<file path="src/design/lic_pkg.sv">
// Shared constants and types for the lamp and interrupt control block.
// Assumes a single 100 MHz clock and a station-management serial port.
package lic_pkg;

   // ---------------------------------------------------------------
   // Register numbers on the management port
   // ---------------------------------------------------------------
   localparam logic [4:0]  LIC_REG_LAMP   = 5'h14;
   localparam logic [4:0]  LIC_REG_RSVD   = 5'h15;
   localparam logic [4:0]  LIC_REG_INTC   = 5'h16;
   localparam logic [4:0]  LIC_REG_FLAG   = 5'h17;

   // ---------------------------------------------------------------
   // Reset values
   // ---------------------------------------------------------------
   localparam logic [15:0] LIC_LAMP_RST   = 16'h3fe9;
   localparam logic [15:0] LIC_RSVD_RST   = 16'h0000;
   localparam logic [15:0] LIC_INTC_RST   = 16'h0000;
   localparam logic [10:0] LIC_FLAG_RST   = 11'h000;

   // ---------------------------------------------------------------
   // Field positions
   // ---------------------------------------------------------------
   localparam int          LIC_SEL2_LSB   = 3;
   localparam int          LIC_SEL1_LSB   = 0;
   localparam int          LIC_OUT_EN     = 15;
   localparam int          LIC_RD_CLR     = 14;
   localparam int          LIC_POL        = 13;
   localparam int          LIC_AUTO_CLR   = 12;
   localparam int          LIC_REARM      = 11;
   localparam int          LIC_NUM_SRC    = 11;

   // ---------------------------------------------------------------
   // Serial management frame
   // ---------------------------------------------------------------
   localparam logic [5:0]  LIC_PRE_LEN    = 6'h20;
   localparam logic [5:0]  LIC_HDR_LAST   = 6'h0c;
   localparam logic [5:0]  LIC_DATA_LAST  = 6'h0f;
   localparam logic [1:0]  LIC_OP_RD      = 2'h2;
   localparam logic [1:0]  LIC_OP_WR      = 2'h1;

   typedef enum logic [2:0] {
      LIC_LAMP_LINK, LIC_LAMP_ACT, LIC_LAMP_TX, LIC_LAMP_RX,
      LIC_LAMP_COL, LIC_LAMP_SPEED, LIC_LAMP_FDX, LIC_LAMP_LAST
   } lic_lamp_e;

endpackage

</file>
<file path="src/design/lic_reg_if.sv">
// Register request path between the serial port and the register file.
// Assumes both ends run on the same clock.
`timescale 1ns/1ps
interface lic_reg_if;
   logic [4:0]  addr;
   logic        wr;
   logic [15:0] wdata;
   logic        rd;
   logic [15:0] rdata;
   modport mgmt (output addr, output wr, output wdata, output rd, input rdata);
   modport regs (input addr, input wr, input wdata, input rd, output rdata);
endinterface

</file>
<file path="src/design/lic_lamp_select.sv">
// One indicator lamp and its function selector.
// Assumes status inputs come from logic on the same clock.
`timescale 1ns/1ps
module lic_lamp_select #(
   parameter bit LAST_IS_LINK = 1'b0
) (
   // Clock and reset
   input  wire logic       i_ref_clk,
   input  wire logic       i_rst_n,
   // Selector and status
   input  wire logic [2:0] i_sel,
   input  wire logic       i_link_up,
   input  wire logic       i_activity,
   input  wire logic       i_tx_active,
   input  wire logic       i_rx_active,
   input  wire logic       i_collision,
   input  wire logic       i_speed_100,
   input  wire logic       i_full_duplex,
   // Lamp
   output logic            o_lamp
);
   import lic_pkg::*;

   logic next_lamp;

   always_comb begin
      case (lic_lamp_e'(i_sel))
         LIC_LAMP_LINK:  next_lamp = i_link_up;
         LIC_LAMP_ACT:   next_lamp = i_activity;
         LIC_LAMP_TX:    next_lamp = i_tx_active;
         LIC_LAMP_RX:    next_lamp = i_rx_active;
         LIC_LAMP_COL:   next_lamp = i_collision;
         LIC_LAMP_SPEED: next_lamp = i_speed_100;
         LIC_LAMP_FDX:   next_lamp = i_full_duplex;
         default:        next_lamp = LAST_IS_LINK ? i_link_up : 1'b0;
      endcase
   end

   always_ff @(posedge i_ref_clk or negedge i_rst_n) begin
      if (!i_rst_n) begin
         o_lamp <= 1'b0;
      end else begin
         o_lamp <= next_lamp;
      end
   end
endmodule

</file>
<file path="src/design/lic_mdio_slave.sv">
// Serial management slave: frames, turnaround and register strobes.
// Assumes the management clock is far slower than the reference clock.
`timescale 1ns/1ps
module lic_mdio_slave #(
   parameter logic [4:0] PHY_ADDR = 5'h01
) (
   // Clock and reset
   input  wire logic i_ref_clk,
   input  wire logic i_rst_n,
   // Management pins
   input  wire logic i_mdc,
   input  wire logic i_mdio_in,
   output logic      o_mdio_out,
   output logic      o_mdio_oe,
   // Register requests
   lic_reg_if.mgmt   bus
);
   import lic_pkg::*;

   typedef enum logic [1:0] {ST_PRE, ST_HDR, ST_TA, ST_DATA} lic_mdio_e;

   logic [2:0]  mdc_s;
   logic [2:0]  dio_s;
   logic        mdc_f;
   logic        dio_f;
   logic        rise;
   lic_mdio_e   state;
   logic [5:0]  cnt;
   logic [15:0] sh;
   logic [15:0] rdsh;
   logic        is_rd;
   logic [12:0] hdr;

   // A pin level counts only once the last two stages agree.
   always_ff @(posedge i_ref_clk or negedge i_rst_n) begin
      if (!i_rst_n) begin
         mdc_s <= 3'h0;
         dio_s <= 3'h0;
         mdc_f <= 1'b0;
         dio_f <= 1'b0;
      end else begin
         mdc_s <= {mdc_s[1:0], i_mdc};
         dio_s <= {dio_s[1:0], i_mdio_in};
         if (mdc_s[1] == mdc_s[2]) begin
            mdc_f <= mdc_s[2];
         end
         if (dio_s[1] == dio_s[2]) begin
            dio_f <= dio_s[2];
         end
      end
   end

   assign rise = (mdc_s[1] == mdc_s[2]) && mdc_s[2] && !mdc_f;
   assign hdr  = {sh[11:0], dio_f};

   always_ff @(posedge i_ref_clk or negedge i_rst_n) begin
      if (!i_rst_n) begin
         state     <= ST_PRE;
         cnt       <= 6'h00;
         sh        <= 16'h0000;
         is_rd     <= 1'b0;
         bus.addr  <= 5'h00;
         bus.wdata <= 16'h0000;
      end else if (rise) begin
         sh <= {sh[14:0], dio_f};
         case (state)
            ST_PRE: begin
               if (dio_f) begin
                  cnt <= (cnt == LIC_PRE_LEN) ? cnt : cnt + 6'h01;
               end else begin
                  state <= (cnt == LIC_PRE_LEN) ? ST_HDR : ST_PRE;
                  cnt   <= 6'h00;
               end
            end
            ST_HDR: begin
               cnt <= cnt + 6'h01;
               if (cnt == LIC_HDR_LAST) begin
                  cnt      <= 6'h00;
                  is_rd    <= hdr[11:10] == LIC_OP_RD;
                  bus.addr <= hdr[4:0];
                  if (hdr[12] && hdr[9:5] == PHY_ADDR &&
                      (hdr[11:10] == LIC_OP_RD || hdr[11:10] == LIC_OP_WR)) begin
                     state <= ST_TA;
                  end else begin
                     state <= ST_PRE;
                  end
               end
            end
            ST_TA: begin
               cnt <= cnt + 6'h01;
               if (cnt == 6'h01) begin
                  cnt   <= 6'h00;
                  state <= ST_DATA;
               end
            end
            default: begin
               cnt <= cnt + 6'h01;
               if (cnt == LIC_DATA_LAST) begin
                  cnt       <= 6'h00;
                  state     <= ST_PRE;
                  bus.wdata <= {sh[14:0], dio_f};
               end
            end
         endcase
      end
   end

   // Strobes are single reference-clock pulses.
   always_ff @(posedge i_ref_clk or negedge i_rst_n) begin
      if (!i_rst_n) begin
         bus.rd <= 1'b0;
         bus.wr <= 1'b0;
      end else begin
         bus.rd <= rise && state == ST_HDR && cnt == LIC_HDR_LAST && hdr[12] &&
                   hdr[9:5] == PHY_ADDR && hdr[11:10] == LIC_OP_RD;
         bus.wr <= rise && state == ST_DATA && cnt == LIC_DATA_LAST && !is_rd;
      end
   end

   // The pin is driven from the second turnaround bit to the last data bit.
   always_ff @(posedge i_ref_clk or negedge i_rst_n) begin
      if (!i_rst_n) begin
         rdsh       <= 16'h0000;
         o_mdio_out <= 1'b0;
         o_mdio_oe  <= 1'b0;
      end else if (bus.rd) begin
         rdsh <= bus.rdata;
      end else if (rise && is_rd) begin
         if (state == ST_TA && cnt == 6'h00) begin
            o_mdio_oe  <= 1'b1;
            o_mdio_out <= 1'b0;
         end else if (state == ST_TA || (state == ST_DATA && cnt != LIC_DATA_LAST)) begin
            o_mdio_out <= rdsh[15];
            rdsh       <= {rdsh[14:0], 1'b0};
         end else begin
            o_mdio_oe  <= 1'b0;
            o_mdio_out <= 1'b0;
         end
      end
   end
endmodule

</file>
<file path="src/design/lic_led_int_ctrl.sv">
// Lamp function selection and interrupt control with its registers.
// Assumes event conditions and lamp status come from the same clock.
//
// Behaviour
// - second lamp follows its 3-bit selector; reset selects speed indication.
// - first lamp follows its selector, code 111 shows link; reset is activity.
// - interrupt pin driven only when enabled; polarity bit picks level; both reset zero.
// - with read-clear set, reading the flags clears them; otherwise reading keeps them.
// - with auto-clear set, a flag clears once its condition is gone.
// - write-one clears a flag, unless re-arm is set and condition persists.
// - deep-sleep wake raises an interrupt only when its enable is set.
// - deep-sleep entry and negotiation complete each gated by their enable.
// - the reserved register is sixteen read/write bits resetting to zero.
// - one latched write-one-clear flag per interrupt source, eleven sources.
// - low eight enable bits gate the eight lower event interrupts.
`timescale 1ns/1ps
module lic_led_int_ctrl #(
   parameter logic [4:0] PHY_ADDR = 5'h01
) (
   // Clock and reset
   input  wire logic                         i_ref_clk,
   input  wire logic                         i_rst_n,
   // Management pins
   input  wire logic                         i_mdc,
   input  wire logic                         i_mdio_in,
   output logic                              o_mdio_out,
   output logic                              o_mdio_oe,
   // Lamp status
   input  wire logic                         i_link_up,
   input  wire logic                         i_activity,
   input  wire logic                         i_tx_active,
   input  wire logic                         i_rx_active,
   input  wire logic                         i_collision,
   input  wire logic                         i_speed_100,
   input  wire logic                         i_full_duplex,
   // Interrupt conditions
   input  wire logic [lic_pkg::LIC_NUM_SRC-1:0] i_int_cond,
   // Lamps and interrupt pin
   output logic                              o_first_lamp,
   output logic                              o_second_lamp,
   output logic                              o_int_out,
   output logic                              o_int_oe
);
   import lic_pkg::*;

   lic_reg_if bus ();

   logic [15:0]            lamp_reg;
   logic [15:0]            rsvd_reg;
   logic [15:0]            intc_reg;
   logic [LIC_NUM_SRC-1:0] flags;
   logic [LIC_NUM_SRC-1:0] cond_q;
   logic [LIC_NUM_SRC-1:0] edges;
   logic [LIC_NUM_SRC-1:0] next_flags;
   logic [LIC_NUM_SRC-1:0] clr;
   logic                   wr_lamp;
   logic                   wr_rsvd;
   logic                   wr_intc;
   logic                   wr_flag;
   logic                   rd_flag;
   logic                   pending;

   // ---------------------------------------------------------------
   // Serial port and lamps
   // ---------------------------------------------------------------
   lic_mdio_slave #(
      .PHY_ADDR   (PHY_ADDR)
   ) u_mdio (
      .i_ref_clk  (i_ref_clk),
      .i_rst_n    (i_rst_n),
      .i_mdc      (i_mdc),
      .i_mdio_in  (i_mdio_in),
      .o_mdio_out (o_mdio_out),
      .o_mdio_oe  (o_mdio_oe),
      .bus        (bus.mgmt)
   );

   lic_lamp_select #(
      .LAST_IS_LINK  (1'b1)
   ) u_first_lamp (
      .i_ref_clk     (i_ref_clk),
      .i_rst_n       (i_rst_n),
      .i_sel         (lamp_reg[LIC_SEL1_LSB +: 3]),
      .i_link_up     (i_link_up),
      .i_activity    (i_activity),
      .i_tx_active   (i_tx_active),
      .i_rx_active   (i_rx_active),
      .i_collision   (i_collision),
      .i_speed_100   (i_speed_100),
      .i_full_duplex (i_full_duplex),
      .o_lamp        (o_first_lamp)
   );

   lic_lamp_select #(
      .LAST_IS_LINK  (1'b0)
   ) u_second_lamp (
      .i_ref_clk     (i_ref_clk),
      .i_rst_n       (i_rst_n),
      .i_sel         (lamp_reg[LIC_SEL2_LSB +: 3]),
      .i_link_up     (i_link_up),
      .i_activity    (i_activity),
      .i_tx_active   (i_tx_active),
      .i_rx_active   (i_rx_active),
      .i_collision   (i_collision),
      .i_speed_100   (i_speed_100),
      .i_full_duplex (i_full_duplex),
      .o_lamp        (o_second_lamp)
   );

   // ---------------------------------------------------------------
   // Address decode and read data
   // ---------------------------------------------------------------
   always_comb begin
      wr_lamp = 1'b0;
      wr_rsvd = 1'b0;
      wr_intc = 1'b0;
      wr_flag = 1'b0;
      rd_flag = 1'b0;
      if (bus.addr == LIC_REG_LAMP) begin
         wr_lamp = bus.wr;
      end else if (bus.addr == LIC_REG_RSVD) begin
         wr_rsvd = bus.wr;
      end else if (bus.addr == LIC_REG_INTC) begin
         wr_intc = bus.wr;
      end else if (bus.addr == LIC_REG_FLAG) begin
         wr_flag = bus.wr;
         rd_flag = bus.rd;
      end
   end

   // Unmapped registers read as zero so a scan of the map is harmless.
   always_comb begin
      if (bus.addr == LIC_REG_LAMP) begin
         bus.rdata = lamp_reg;
      end else if (bus.addr == LIC_REG_RSVD) begin
         bus.rdata = rsvd_reg;
      end else if (bus.addr == LIC_REG_INTC) begin
         bus.rdata = intc_reg;
      end else if (bus.addr == LIC_REG_FLAG) begin
         bus.rdata = {5'h00, flags};
      end else begin
         bus.rdata = 16'h0000;
      end
   end

   // ---------------------------------------------------------------
   // Control registers
   // ---------------------------------------------------------------
   always_ff @(posedge i_ref_clk or negedge i_rst_n) begin
      if (!i_rst_n) begin
         lamp_reg <= LIC_LAMP_RST;
      end else if (wr_lamp) begin
         lamp_reg <= bus.wdata;
      end
   end

   always_ff @(posedge i_ref_clk or negedge i_rst_n) begin
      if (!i_rst_n) begin
         rsvd_reg <= LIC_RSVD_RST;
      end else if (wr_rsvd) begin
         rsvd_reg <= bus.wdata;
      end
   end

   always_ff @(posedge i_ref_clk or negedge i_rst_n) begin
      if (!i_rst_n) begin
         intc_reg <= LIC_INTC_RST;
      end else if (wr_intc) begin
         intc_reg <= bus.wdata;
      end
   end

   // ---------------------------------------------------------------
   // Interrupt flags
   // ---------------------------------------------------------------
   // Flags latch on the rising edge of a condition, so a condition that
   // stays high cannot defeat an unconditional write-one clear.
   assign edges = i_int_cond & ~cond_q;

   always_comb begin
      for (int i = 0; i < LIC_NUM_SRC; i++) begin
         clr[i] = (wr_flag && bus.wdata[i] && !(intc_reg[LIC_REARM] && i_int_cond[i]))
                  || (rd_flag && intc_reg[LIC_RD_CLR])
                  || (intc_reg[LIC_AUTO_CLR] && !i_int_cond[i]);
      end
      // A new event in the same cycle as a clear is kept.
      next_flags = edges | (flags & ~clr);
   end

   always_ff @(posedge i_ref_clk or negedge i_rst_n) begin
      if (!i_rst_n) begin
         cond_q <= LIC_FLAG_RST;
         flags  <= LIC_FLAG_RST;
      end else begin
         cond_q <= i_int_cond;
         flags  <= next_flags;
      end
   end

   // ---------------------------------------------------------------
   // Interrupt pin
   // ---------------------------------------------------------------
   assign pending = |(flags & intc_reg[LIC_NUM_SRC-1:0]);

   always_ff @(posedge i_ref_clk or negedge i_rst_n) begin
      if (!i_rst_n) begin
         o_int_out <= 1'b1;
      end else begin
         o_int_out <= intc_reg[LIC_POL] ~^ pending;
      end
   end

   assign o_int_oe = intc_reg[LIC_OUT_EN];
endmodule

</file>
<file path="config.mk">
export PLATFORM = sky130hd
export DESIGN_NAME = lic_led_int_ctrl
export DESIGN_NICKNAME = d
export VERILOG_FILES = /design/src/design/lic_pkg.sv /design/src/design/lic_reg_if.sv /design/src/design/lic_lamp_select.sv /design/src/design/lic_mdio_slave.sv /design/src/design/lic_led_int_ctrl.sv
export SDC_FILE = /design/constraint.sdc
export NUM_CORES = 1
export LEC_CHECK = 0
export BUFFER_PORTS_ARGS = -buffer_cell sky130_fd_sc_hd__buf_2
export CAP_MARGIN = 20
export CORE_MARGIN = 10
export CORE_UTILIZATION = 60
export DETAILED_ROUTE_END_ITERATION = 8
export PLACE_DENSITY = 0.78
export RECOVER_POWER = 50
export SETUP_SLACK_MARGIN = 0.15
export SLEW_MARGIN = 0
export SYNTH_ARGS = -nofsm -noshare
export SYNTH_HDL_FRONTEND = slang
export SYNTH_HIERARCHICAL = 1
export SYNTH_SLANG_ARGS = --single-unit
</file>
<file path="constraint.sdc">
create_clock -name i_ref_clk -period 2.4 [get_ports i_ref_clk]
set_input_delay 0.24 -clock i_ref_clk [delete_from_list [all_inputs] [get_ports i_ref_clk]]
set_output_delay 0.24 -clock i_ref_clk [all_outputs]
set_load 0.005 [all_outputs]
</file>
# ---- After elaboration in Yosys (flattened, before gate mapping)
# Index checks and enable logic that the tools add are counted.
dict set report word_totals {
  in_bits 22
  register_bits 146
  word_cells 232
  output_inout_bits 6
}
dict set report op_classes {
  n_reduce_logical 123
  n_mux 41
  eq_ne 35
  bitwise_logic 9
  add_sub_neg 1
}
# op count
set ops {}
lappend ops {{$mux 16} 7}
lappend ops {{$logic_and 1x1->1} 60}
lappend ops {{$and 11x11->11} 3}
lappend ops {{$mux 6} 5}
lappend ops {{$logic_not 1->1} 24}
lappend ops {{$logic_or 1x1->1} 24}
lappend ops {{$not 11->11} 2}
lappend ops {{$eq 5x5->1 const B} 4}
lappend ops {{$mux 1} 19}
lappend ops {{$eq 3x3->1 const B} 6}
lappend ops {{$pmux 6 s3} 1}
lappend ops {{$eq 3x2->1 const B} 4}
lappend ops {{$eq 6x4->1 const B} 2}
lappend ops {{$reduce_and 3->1} 4}
lappend ops {{$mux 11} 1}
lappend ops {{$or 11x11->11} 1}
lappend ops {{$reduce_or 11->1} 1}
lappend ops {{$mux 2} 5}
lappend ops {{$ne 2x1->1 const B} 4}
lappend ops {{$pmux 1 s7} 1}
lappend ops {{$add 6x1->6 const B} 1}
lappend ops {{$eq 2x2->1 const B} 3}
lappend ops {{$eq 3x1->1 const B} 2}
lappend ops {{$eq 6x1->1 const B} 1}
lappend ops {{other kinds (19)} 24}

# ---- Longest topological paths before layout
dict set report logic_depth {
  word_depth 12
  mapped_depth 8
}

# ---- Hierarchy
# The synthesis kept the hierarchy.
# module seq_area_each_um2 area_each_um2 cells_per_inst instances
set by_module_without_submodules {}
lappend by_module_without_submodules {lic_led_int_ctrl 1791.7 3308.2 284 1}
lappend by_module_without_submodules {lic_mdio_slave 1826.8 3308.2 272 1}
lappend by_module_without_submodules {{lic_lamp_select (u_first_lamp)} 25.0 88.8 4 1}
lappend by_module_without_submodules {{lic_lamp_select (u_second_lamp)} 25.0 78.8 6 1}

# ---- Worst setup path after synthesis
# No wires, ideal clock.
dict set report synth_path {
  path_type {register to register}
  start {register u_mdio.cnt[0]}
  end {register u_mdio.rdsh[10]}
  path_stages_with_launch 7
  t_required_ps 2274
  t_arrival_ps 1679
  path_buffers 1
  path_slack_ps 595
  cell_sequence {dfrtp_1 > ha_1 > and3_4 > a221oi_2 > a21oi_2 > buf_6 > a221o_1}
}
dict set report synth_via {
  elab_chain_len 5
  elab_cells_between_ends 8
}
# element line_no
set synth_lines {}
lappend synth_lines {{start, declared} lic_mdio_slave.sv:28} ;# logic [5:0] cnt;
lappend synth_lines {{start signal, assigned} lic_mdio_slave.sv:69} ;# cnt <= (cnt == LIC_PRE_LEN) ? cnt : cnt + 6'h01;
lappend synth_lines {{start signal, assigned} lic_mdio_slave.sv:76} ;# cnt <= cnt + 6'h01;
lappend synth_lines {{start signal, assigned} lic_mdio_slave.sv:90} ;# cnt <= cnt + 6'h01;
lappend synth_lines {{$ne 6x4->1} lic_mdio_slave.sv:132} ;# end else if (state == ST_TA || (state == ST_DATA && cnt != LIC_DATA_LAST)) begin
lappend synth_lines {{$logic_and 1x1->1} lic_mdio_slave.sv:132}
lappend synth_lines {{$logic_or 1x1->1} lic_mdio_slave.sv:132}
lappend synth_lines {{$reduce_bool 2->1 (no line)} -}
lappend synth_lines {{$reduce_and 3->1 (no line) (*)} -}
lappend synth_lines {{end signal, assigned} lic_mdio_slave.sv:127} ;# rdsh <= bus.rdata;
lappend synth_lines {{end signal, assigned} lic_mdio_slave.sv:134} ;# rdsh <= {rdsh[14:0], 1'b0};
lappend synth_lines {{end, declared} lic_mdio_slave.sv:30} ;# logic [15:0] rdsh;
# Every way passes the cells marked *; elsewhere a longest branch is shown, timed or not.
# A chain may end at the register's enable or synchronous reset.

# ---- Final worst setup path
dict set report layout_path {
  start {register u_mdio.cnt[0]}
  end {register u_mdio.rdsh[15]}
}
# Same word-level chain as after synthesis.

==> impl_metrics.toml <==
[floorplan]
num_rows = 38
dieArea_mm2 = 0.0160
dieHeight_um = 126
die_w_um = 126
io_pins = 28
start_util_pct = 62.0
core_area_mm2 = 0.0109

[timing]
rsz0062_at_grt = "no"
setup_tns_ns = 0
finalCriticalPeriod_ns = 2.12
skew_ns = 0.0103
slew_headroom_pct = -20.3
hold_violations = 0
worst_pin_slew_ns = 1.80
fin_crit_sh_pct = 88.3
setup-violations-final = 0
max_freq_mhz = 472
slew_viol_final = 74

[worst_setup_path]
path_buf_inv = 1
arrival_ns = 2.38
path_max_fanout = 16
crit_path_start_kind = "flip-flop"
cpPeakStageDelay_ns = 0.44
end_kind = "flip-flop"
path_cells = "ha_1, and3_4, a221oi_2, nor2b_1, buf_4, a222oi_1"
crit_type = "reg2reg"
cpLargestDelayFamily = "simple AND/OR/NAND/NOR gates"
cpMaxStageDelayCell = "dfrtp_1"
required_ns = 2.66

[pwr]
internal_power_mw = 4.47
power_density_mw_per_mm2 = 752
p_sw_mw = 1.37
ir_drop_v = 0.000528
comb_power_share_pct = 6.2
p_leak_nw = 3.51
finalPower_mw = 5.84
clockPowerShare_pct = 47.5
switching_share_pct = 23.4
seq_power_share_pct = 46.3

[yosys]
synth_ff_type = "dfrtp_1"
synth_area_leader_cell = "dfrtp_1"
syn_area_mm2 = 0.00678
yosysUniqueCellTypes = 64
synth_top_family_by_area = "multiplexers"
async_flop_share_pct = 100
ys_ff_latch = 146
yosysSeqAreaShare_pct = 54.1
synth_compound_area_share_pct = 12.8
syn-num-nets = 593
syn_inst = 566
synth_commonest_cells = "134 x dfrtp_1, 77 x nand2_1, 52 x mux2_2, 32 x o21ai_0, 22 x inv_1"
synth_area_per_cell_um2 = 12.0
synth-simple-area-share_pct = 12.5
yosysWarnings = 6
synth_area_leaders = "dfrtp_1 49%, mux2_2 8.6%, dfstp_2 4.6%"
synth_xor_area_share_pct = 0.258
synth-adder-area-share_pct = 1.07
muxShareOfSynthArea_pct = 15.2
synth_top_area_share_pct = 49.4
yosys.cell_count.top_type = "dfrtp_1"
synth_edf_count = 0

[global_routing]
met1_usage_pct = 23.3
grt_pass1_vias = 4891
grt-ovfl-total = 0
grt_util_met3_pct = 4.91
antenna_found_initial = 0
grt_max_degree = 75
grt_use_total_pct = 19.3
grt_busiest_layer = "met2"
grt_pass1_wl_um = 25000
grt.met2_usage_pct = 31.6

[routing]
vias = 4728
route.detailed.drc = 0
postRouteAntennaNets = 0
viasPerCell = 6.21
routedWlPerCell_um = 19.5
drt_pass1_iterations = 5
routed_wl_um = 14800
drt_iter0_drc = 423

[final_layout]
nets = 635
fill_cells = 758
antenna_cells = 0
syn2layout_area_growth_pct = 14.6
drive_gt1_share_pct = 26.6

[cts]
cts-root-buf = "clkbuf_16"
cts.sinks = 146
cts_tree = "done"
clk_pin_slew_ns = 0.06
cts_htree_levels = 4
clk_latency_ns = 0.43
cts_inserted_buffers = 17
cts_buffer_depth = 2

[placed_design]
numPortBuffers = 27
gp_congestion = 0.876
dp_hpwl_um = 10100

[status]
outcome = "complete, but fails checks"
violations = "capacitance limit, slew limit"

[min_path]
holdCritPathClass = "in2reg"

[flow_run]
drv_cap = 1
==> layout make-up <==
type	count	area, µm²	share of cell area [%]
tap	140	175	2.25
sequential	146	3670	47.2
multi-input combinational	366	2850	36.6
clock inverter	13	184	2.37
inverter	22	82.6	1.06
clock buffer	19	443	5.70
timing repair buffer	55	372	4.78
==> per-layer routing <==
metal	share of wire [%]	wire length [µm]	vias to the layer above
met1	42	6220	2400
met4	2.4	363	0
met5	0	0	-
li1	-	-	2136
met2	50	7350	153
met3	6.1	904	39
==> path summary, 6_finish.rpt <==
| path | startpoint | end | slack (ns) | depth (start not counted) |
|---|---|---|---|---|
| min in group asynchronous | i_rst_n | u_first_lamp/o_lamp | 0.85 | 2 |
| max in group asynchronous | i_rst_n | u_mdio/dio_s[2] | 0.43 | 3 |
| max | u_mdio/cnt[0] | u_mdio/rdsh[15] | 0.28 | 6 |
| min reg2reg | u_mdio/dio_s[0] | u_mdio/dio_s[1] | 0.35 | 0 |
| max reg2reg | u_mdio/cnt[0] | u_mdio/rdsh[15] | 0.28 | 6 |
| min | i_speed_100 | u_second_lamp/o_lamp | 0.26 | 4 |
==> what timing repair did <==
action,4_1_cts,5_1_grt
endpoints found under the hold margin,77,0
endpoints found under the setup margin,0,21
hold buffers,14,0
resized for setup,0,2
setup buffers,0,0
==> stage by stage <==
step                      util, %  setup WS, ns  hold WS (ns)  std cells  instance area (µm²)
after floorplan                 -         0.595       -0.0556        566                 6780
after global placement       64.1         0.345         0.305        714                 7010
after detailed placement     64.1         0.249         0.298        714                 7010
after CTS                    71.2         0.211         0.247        760                 7780
after global routing         71.1        0.0863         0.277        761                 7770
final                        71.1         0.280         0.265        761                 7770
==> worst reg2reg max path: stages (launching register included) <==
cell,delay [ns]
dfrtp_1,0.44
ha_1,0.31
and3_4,0.19
a221oi_2,0.36
nor2b_1,0.28
buf_4,0.26
a222oi_1,0.12
==> cells in the final DEF, fill, tap and decap left out, drive strengths merged, types with 3 or more instances in the layout <==
master and instances:
mux2 72, nor3 6, a22oi 13, nand3 4
o221ai 11, and3 4, nand4 3, nand2 79
clkbuf 35, and2 18, buf 25, clkinv 5
mux2i 7, a22o 3, dlygate4sd3 14, nor2 7
dfstp 12, ha 5, a21oi 15, mux4 3
o31ai 5, o21ai 32, a221o 14, nand2b 15
inv 23, clkinvlp 3, bufinv 4, dfrtp 134
a31oi 14, nor3b 3, nor2b 3
==> power groups by stage <==
stage / clock (mW) / combinational, mW / sequential (mW)
3_5_place_dp: 0 / 0.350 / 2.74
5_1_grt: 2.93 / 0.415 / 2.72
2_1_floorplan: 0 / 0.287 / 2.66
6_report: 2.78 / 0.365 / 2.70
4_1_cts: 2.82 / 0.372 / 2.70
3_3_place_gp: 0 / 0.328 / 2.74
==> logic make-up after synthesis <==
kind of cell | Yosys count
AND/OR/NAND/NOR | 155
flip-flops | 146
AO/OA/AOI/OAI | 121
multiplexers | 82
buffers and inverters | 54
adder cells (fa/ha/maj) | 6
XOR/XNOR | 2
(Power assumes the default switching activity.)
